==> config.mk <==
export PLATFORM = sky130hd
export DESIGN_NAME = independent_watchdog
export DESIGN_NICKNAME = d
export VERILOG_FILES = /design/src/design/watchdog_pkg.sv /design/src/design/kernel_edge_sync.sv /design/src/design/independent_watchdog.sv
export SDC_FILE = /design/constraint.sdc
export NUM_CORES = 1
export LEC_CHECK = 0
export ABC_AREA = 1
export BUFFER_PORTS_ARGS = -buffer_cell sky130_fd_sc_hd__buf_4
export CAP_MARGIN = 20
export CORE_ASPECT_RATIO = 1.2
export CORE_MARGIN = 10
export CORE_UTILIZATION = 40
export CTS_BUF_LIST = sky130_fd_sc_hd__clkbuf_8 sky130_fd_sc_hd__clkbuf_16
export CTS_CLUSTER_DIAMETER = 30
export DETAILED_ROUTE_END_ITERATION = 10
export MAX_ROUTING_LAYER = met4
export PLACE_DENSITY = 0.67
export SLEW_MARGIN = 5
export SYNTH_ARGS = -nofsm -noshare
export SYNTH_HDL_FRONTEND = slang
export SYNTH_HIERARCHICAL = 1
export SYNTH_SLANG_ARGS = --single-unit
==> constraint.sdc <==
create_clock -name core_clk -period 3.5 [get_ports core_clk]
set_input_delay 0.7 -clock core_clk [delete_from_list [all_inputs] [get_ports core_clk]]
set_output_delay 0.7 -clock core_clk [all_outputs]
set_load 0.02 [all_outputs]
==> src/design/watchdog_pkg.sv <==
// Purpose: shared constants for the independent watchdog timing core
// Assumes: kernel clock nominally 32 kHz, sampled by core_clk at 125 MHz
// Notes: prescaler codes above the table all select the largest divider
package watchdog_pkg;
   localparam int PRESCALER_SELECT_W = 4;
   localparam int RELOAD_W = 12;
   localparam int DIVIDER_W = 11;
   localparam int KERNEL_HZ = 32000;
   localparam logic [PRESCALER_SELECT_W-1:0] LAST_TABLE_CODE = 4'h7;
   // 1024 needs eleven bits, ten would wrap to zero
   localparam logic [DIVIDER_W-1:0] BASE_DIVIDER = 11'h004;
   localparam logic [DIVIDER_W-1:0] MAX_DIVIDER = 11'h400;
   localparam logic [DIVIDER_W-1:0] DIVIDER_ONE = 11'h001;
   localparam logic [RELOAD_W-1:0] RELOAD_MIN = 12'h002;
   localparam logic [RELOAD_W-1:0] RELOAD_MAX = 12'hfff;
   localparam logic [RELOAD_W-1:0] RELOAD_RESET = 12'hfff;
   localparam logic [PRESCALER_SELECT_W-1:0] PRESCALER_RESET = 4'h0;
   typedef enum logic [1:0] {
      WD_IDLE,
      WD_RUN,
      WD_EXPIRED
   } watchdog_state_t;
endpackage : watchdog_pkg

==> src/design/kernel_edge_sync.sv <==
// Purpose: bring the kernel clock pin into core_clk and mark its rising edges
// Assumes: kernel clock far slower than core_clk
// Notes: first stage is read only by the second stage
`timescale 1ns/1ps
module kernel_edge_sync (
   input wire logic core_clk,
   input wire logic rstn,
   input wire logic pinIn,
   output logic risePulse
);
   logic meta_reg;
   logic sync_reg;
   logic last_reg;

   always_ff @(posedge core_clk or negedge rstn) begin
      if (!rstn) begin
         // all ones: a high pin at release gives no false edge, a lost edge only lengthens
         meta_reg <= 1'b1;
         sync_reg <= 1'b1;
         last_reg <= 1'b1;
      end else begin
         meta_reg <= pinIn;
         sync_reg <= meta_reg;
         last_reg <= sync_reg;
      end
   end

   assign risePulse = sync_reg & ~last_reg;
endmodule : kernel_edge_sync

==> src/design/independent_watchdog.sv <==
// Purpose: independent watchdog timing core, down counter driven by the kernel clock
// Assumes: start, refresh and configuration come from logic on core_clk
// Notes: requests take effect on the next kernel edge, so one kernel period of jitter
`timescale 1ns/1ps

// What this block does
// [RULE_01] codes 0-7 divide 4..512, others 1024
// [RULE_02] counting paced by independent 32 kHz kernel clock
// [RULE_03] reload is 12 bits, range 0x002 to 0xFFF
// [RULE_04] reload 0xFFF lasts 4096 prescaled ticks
// [RULE_05] up to one kernel period timing uncertainty
// [RULE_06] load, count down, reset at zero unless refreshed
module independent_watchdog (
   input wire logic core_clk,
   input wire logic rstn,
   input wire logic kernelClk,
   input wire logic start,
   input wire logic refresh,
   input wire logic [watchdog_pkg::PRESCALER_SELECT_W-1:0] prescalerSelect,
   input wire logic [watchdog_pkg::RELOAD_W-1:0] reloadValue,
   output logic resetRequest,
   output logic running,
   output logic [watchdog_pkg::RELOAD_W-1:0] counterValue
);
   import watchdog_pkg::*;

   logic kernelTick;
   watchdog_state_t state_reg;
   watchdog_state_t state_next;
   logic startPend_reg;
   logic refreshPend_reg;
   logic [DIVIDER_W-1:0] preCount_reg;
   logic [DIVIDER_W-1:0] divider;
   logic prescaledTick;
   logic [RELOAD_W-1:0] count_reg;
   logic [RELOAD_W-1:0] reloadLatch_reg;
   logic reset_reg;

   // the kernel clock is only sampled; no logic runs on it
   kernel_edge_sync kernelSync (
      .core_clk(core_clk),
      .rstn(rstn),
      .pinIn(kernelClk),
      .risePulse(kernelTick)
   ); // RULE_02

   // prescaler decode
   always_comb begin
      if (prescalerSelect <= LAST_TABLE_CODE) begin
         divider = BASE_DIVIDER << prescalerSelect[2:0]; // RULE_01
      end else begin
         divider = MAX_DIVIDER; // RULE_01
      end
   end

   // requests wait for the next kernel edge; set wins over that edge's clear
   always_ff @(posedge core_clk or negedge rstn) begin
      if (!rstn) begin
         startPend_reg <= 1'b0;
         refreshPend_reg <= 1'b0;
      end else begin
         startPend_reg <= start | (startPend_reg & ~kernelTick); // RULE_05
         refreshPend_reg <= refresh | (refreshPend_reg & ~kernelTick); // RULE_05
      end
   end

   // reload value is caught at the kernel edge that applies it
   always_ff @(posedge core_clk or negedge rstn) begin
      if (!rstn) begin
         reloadLatch_reg <= RELOAD_RESET;
      end else if (kernelTick && (startPend_reg || refreshPend_reg)) begin
         reloadLatch_reg <= reloadValue; // RULE_03
      end
   end

   // prescaler counts kernel edges; a reload restarts it so refresh gives a full period
   assign prescaledTick = kernelTick && (state_reg == WD_RUN)
                          && (preCount_reg == divider - DIVIDER_ONE);

   always_ff @(posedge core_clk or negedge rstn) begin
      if (!rstn) begin
         preCount_reg <= '0;
      end else if (kernelTick) begin
         if (startPend_reg || refreshPend_reg || prescaledTick) begin
            preCount_reg <= '0;
         end else if (state_reg == WD_RUN) begin
            preCount_reg <= preCount_reg + DIVIDER_ONE;
         end
      end
   end

   // state
   always_comb begin
      state_next = state_reg;
      case (state_reg)
         WD_IDLE: begin
            if (kernelTick && startPend_reg) begin
               state_next = WD_RUN;
            end
         end
         WD_RUN: begin
            if (prescaledTick && !refreshPend_reg && count_reg == '0) begin
               state_next = WD_EXPIRED; // RULE_06
            end
         end
         default: begin
            state_next = WD_EXPIRED;
         end
      endcase
   end

   always_ff @(posedge core_clk or negedge rstn) begin
      if (!rstn) begin
         state_reg <= WD_IDLE;
      end else begin
         state_reg <= state_next;
      end
   end

   // down counter: reload 0xfff counts 0xfff..0 then expires, 4096 ticks
   always_ff @(posedge core_clk or negedge rstn) begin
      if (!rstn) begin
         count_reg <= RELOAD_RESET;
      end else if (kernelTick && (startPend_reg || refreshPend_reg)) begin
         count_reg <= reloadValue; // RULE_06
      end else if (prescaledTick && count_reg != '0) begin
         count_reg <= count_reg - 12'h001; // RULE_04
      end
   end

   // reset request holds until the system reset clears the core
   always_ff @(posedge core_clk or negedge rstn) begin
      if (!rstn) begin
         reset_reg <= 1'b0;
      end else if (state_next == WD_EXPIRED) begin
         reset_reg <= 1'b1; // RULE_06
      end
   end

   assign resetRequest = reset_reg;
   assign running = (state_reg == WD_RUN);
   assign counterValue = count_reg;
endmodule : independent_watchdog

==> impl_metrics.prom <==
# TYPE chip_impl_metric gauge
chip_impl_metric{name="firstDrtPassIters",unit=""} 4
chip_impl_metric{name="detailroute.via_count",unit=""} 1986
chip_impl_metric{name="netlist_instances",unit=""} 311
chip_impl_metric{name="final_cell_count_no_fill",unit=""} 407
chip_impl_info{name="final_common_cell",value="sky130_fd_sc_hd__nand2_1"} 1
chip_impl_info{name="cp-end-kind",value="register"} 1
chip_impl_metric{name="insertedDiodeCount",unit=""} 0
chip_impl_metric{name="maximum_clock_frequency",unit="GHz"} 0.392
chip_impl_info{name="ys_dominant_reg_cell",value="sky130_fd_sc_hd__dfrtp_1"} 1
chip_impl_metric{name="die_width",unit="um"} 85.5
chip_impl_metric{name="timing.final.hold_violations",unit=""} 0
chip_impl_info{name="status",value="completed"} 1
chip_impl_metric{name="drt-vias-per-instance",unit=""} 4.88
chip_impl_metric{name="floorplan.core_area",unit="um^2"} 4970
chip_impl_metric{name="postSynthRegisterBits",unit=""} 31
chip_impl_info{name="cpLargestDelayFamily",value="simple AND/OR/NAND/NOR gates"} 1
chip_impl_metric{name="groute.usage.overall",unit="%"} 11.7
chip_impl_metric{name="post_cts_resized",unit=""} 0
chip_impl_metric{name="power_dens_cells",unit="nW/um^2"} 467
chip_impl_metric{name="clk-insertion-delay-late",unit="ns"} 0.28
chip_impl_metric{name="setup_total_negative_slack",unit="ns"} 0
chip_impl_info{name="cts_root_buf",value="sky130_fd_sc_hd__clkbuf_8"} 1
chip_impl_metric{name="holdBufCountCts",unit=""} 0
chip_impl_metric{name="finalCritPeriodShare",unit="%"} 72.8
chip_impl_metric{name="h-tree-depth",unit=""} 2
chip_impl_metric{name="route.detailed.drc",unit=""} 0
chip_impl_metric{name="crit_path_max_incr_delay",unit="ns"} 0.32
chip_impl_metric{name="cts_setup_buffers",unit=""} 0
chip_impl_metric{name="syn-mean-instance-area",unit="um^2"} 6.61
chip_impl_metric{name="die_y",unit="um"} 98.6
chip_impl_metric{name="drt_iter0_markers",unit=""} 102
chip_impl_metric{name="grt_max_degree",unit=""} 32
chip_impl_metric{name="report.final.setup_viol",unit=""} 0
chip_impl_metric{name="crit_fanout",unit=""} 13
chip_impl_metric{name="effective_utilization_at_floorplan",unit="%"} 41.3
chip_impl_metric{name="flow.area_growth_from_synthesis",unit="%"} 18.5
chip_impl_info{name="worst_hold_path_type",value="input port to asynchronous set/reset pin"} 1
chip_impl_metric{name="async_flop_share",unit="%"} 100
chip_impl_metric{name="detailedPlacementHpwl",unit="um"} 3670
chip_impl_metric{name="syn-cell-area",unit="um^2"} 2060
chip_impl_metric{name="max_slew.worst_pin.slew",unit="ns"} 0.397
chip_impl_metric{name="largest_register_ffs",unit=""} 12
chip_impl_metric{name="die_area",unit="um^2"} 8420
chip_impl_metric{name="worstPathArrival",unit="ns"} 2.78
chip_impl_metric{name="numClockSinks",unit=""} 31
chip_impl_metric{name="minimum_clock_period",unit="ns"} 2.55
chip_impl_info{name="rsz_0062_raised_after_global_routing",value="false"} 1
chip_impl_metric{name="grt_pass1_wl",unit="um"} 8100
chip_impl_info{name="crit_path_frequent_cell",value="sky130_fd_sc_hd__nand2_1"} 1
chip_impl_info{name="critical-path-slowest-cell",value="sky130_fd_sc_hd__nand2_2"} 1
chip_impl_metric{name="cts-buffers-inserted",unit=""} 5
chip_impl_metric{name="cp.required",unit="ns"} 3.73
chip_impl_metric{name="worstPathBufferInverterCount",unit=""} 2
chip_impl_metric{name="clk_path_buf_depth",unit=""} 2
chip_impl_metric{name="worst_slew_margin_rel",unit="%"} 73.5
chip_impl_metric{name="antenna_violating_nets_post_route",unit=""} 0
chip_impl_metric{name="place_congestion",unit=""} 0.913
chip_impl_metric{name="cap_viol_max_count",unit=""} 0
chip_impl_metric{name="ys.warnings.count",unit=""} 6
chip_impl_metric{name="grt_antenna_before_repair",unit=""} 0
chip_impl_metric{name="clock-skew-final",unit="ns"} 0.00463
chip_impl_metric{name="rows",unit=""} 28
chip_impl_metric{name="synth_cell_type_count",unit=""} 28
chip_impl_metric{name="post-place-cells",unit=""} 399
chip_impl_metric{name="ios",unit=""} 35
chip_impl_metric{name="synth_edf_count",unit=""} 0
chip_impl_metric{name="final_max_tran_viols",unit=""} 0
chip_impl_metric{name="num-fill-cells",unit=""} 536
chip_impl_metric{name="irDropWorstVdd",unit="mV"} 0.310
chip_impl_info{name="crit_path_cell_trace",value="buf_4, nor2_2, nand3_1, ha_1, inv_1, nand2_1, nand2_1, nand2_1, nor2_1, nand3_1, nor2_2, nand4_2, nand2_2, nand2_1, nand2_1"} 1
chip_impl_metric{name="design.final.nets",unit=""} 370
chip_impl_info{name="timing_worst_setup_path_type",value="input port to register"} 1
chip_impl_metric{name="drt_wl_total",unit="um"} 4790
chip_impl_metric{name="power.total",unit="mW"} 1.14
chip_impl_metric{name="drive_gt1_share",unit="%"} 20.2
chip_impl_metric{name="placement.io_buffers",unit=""} 34
chip_impl_info{name="tritoncts",value="yes"} 1
chip_impl_metric{name="regArea",unit="um^2"} 795
chip_impl_info{name="final_cell_mix",value="sky130_fd_sc_hd__nand2_1 (117), sky130_fd_sc_hd__inv_1 (37), sky130_fd_sc_hd__buf_4 (35)"} 1
chip_impl_metric{name="multi_input_area",unit="um^2"} 1080
chip_impl_metric{name="cts.clk_slew.worst_paths",unit="ns"} 0.06
chip_impl_metric{name="mappedNetlistNets",unit=""} 335
chip_impl_metric{name="ys_seq_area_share",unit="%"} 38.6
chip_impl_metric{name="grt_remaining_overflow",unit=""} 0
chip_impl_metric{name="grt_pass1_vias",unit=""} 1821
chip_impl_metric{name="wire_per_inst",unit="um"} 11.8
chip_impl_info{name="startpoint_type",value="input port"} 1
chip_impl_metric{name="p_leak",unit="nW"} 1.23
-- power by group --
group	switching, mW	internal (mW)
logic	0.224	0.154
registers	0.0608	0.437
clock network	0.131	0.133
total	0.415	0.724
-- cells by family (layout without fill, tap and decap cells) --
logic type,count (synthesis),in the layout,share of synthesized area [%]
AND/OR/NAND/NOR,193,193,40.0
buffers and inverters,45,81,8.82
AO/OA/AOI/OAI,36,36,9.49
flip-flops,31,31,38.6
adder cells (fa/ha/maj),3,3,1.83
XOR/XNOR,3,3,1.28
-- cells in the mapped netlist, types with 2 or more instances --
master | number | area [um^2]
sky130_fd_sc_hd__a21oi_1 | 15 | 75.1
sky130_fd_sc_hd__clkbuf_1 | 4 | 15.0
sky130_fd_sc_hd__dfrtp_1 | 16 | 400
sky130_fd_sc_hd__dfstp_2 | 15 | 394
sky130_fd_sc_hd__ha_1 | 3 | 37.5
sky130_fd_sc_hd__inv_1 | 35 | 131
sky130_fd_sc_hd__inv_2 | 3 | 11.3
sky130_fd_sc_hd__nand2_1 | 117 | 439
sky130_fd_sc_hd__nand2_2 | 3 | 18.8
sky130_fd_sc_hd__nand3_1 | 34 | 170
sky130_fd_sc_hd__nand4_1 | 3 | 18.8
sky130_fd_sc_hd__nor2_1 | 27 | 101
sky130_fd_sc_hd__nor2_2 | 5 | 31.3
sky130_fd_sc_hd__o21ai_0 | 13 | 65.1
sky130_fd_sc_hd__o21ai_1 | 2 | 10.0
sky130_fd_sc_hd__o21bai_1 | 3 | 22.5
sky130_fd_sc_hd__xor2_1 | 2 | 17.5
-- layer usage --
metal / wire (um) / GRT usage [%] / up-vias
li1: - / - / 1049
met1: 2270 / 14.4 / 891
met2: 2290 / 18.2 / 40
met3: 150 / 2.72 / 6
met4: 73 / 4.19 / 0
met5: 0 / - / -
-- worst paths after layout --
path	slack, ns	start	cells past startpoint	end
worst max-delay path	0.95	prescalerSelect[2]	15	counterValue[10]
worst min-delay path	0.34	rstn	1	resetRequest
worst min register to register	0.36	kernelSync/meta_reg	0	kernelSync/sync_reg
max in group asynchronous	2.84	rstn	1	counterValue[2]
worst max register to register	1.27	counterValue[0]	11	counterValue[10]
min in group core_clk	0.36	kernelSync/meta_reg	0	kernelSync/sync_reg
-- per-stage QoR --
step | hold WS [ns] | worst slack (ns) | cell area (um^2) | utilization, %
after global placement | 0.347 | 0.747 | 2360 | 47.4
after floorplan | 0.345 | 1.26 | 2060 | -
after global routing | 0.358 | 0.681 | 2440 | 49.0
after detailed placement | 0.348 | 0.663 | 2360 | 47.4
after CTS | 0.347 | 0.953 | 2440 | 49.0
final | 0.338 | 0.951 | 2440 | 49.0
-- layout make-up --
type                            count  share of cell area [%]
Clock buffer                        5                    2.82
Timing Repair Buffer               35                    10.8
Inverter                           38                    5.85
Clock inverter                      3                   0.513
Sequential cell                    31                    32.6
Multi-Input combinational cell    235                    44.4
Tap cell                           60                    3.08
Note: power is estimated with default switching activity, not from simulation.
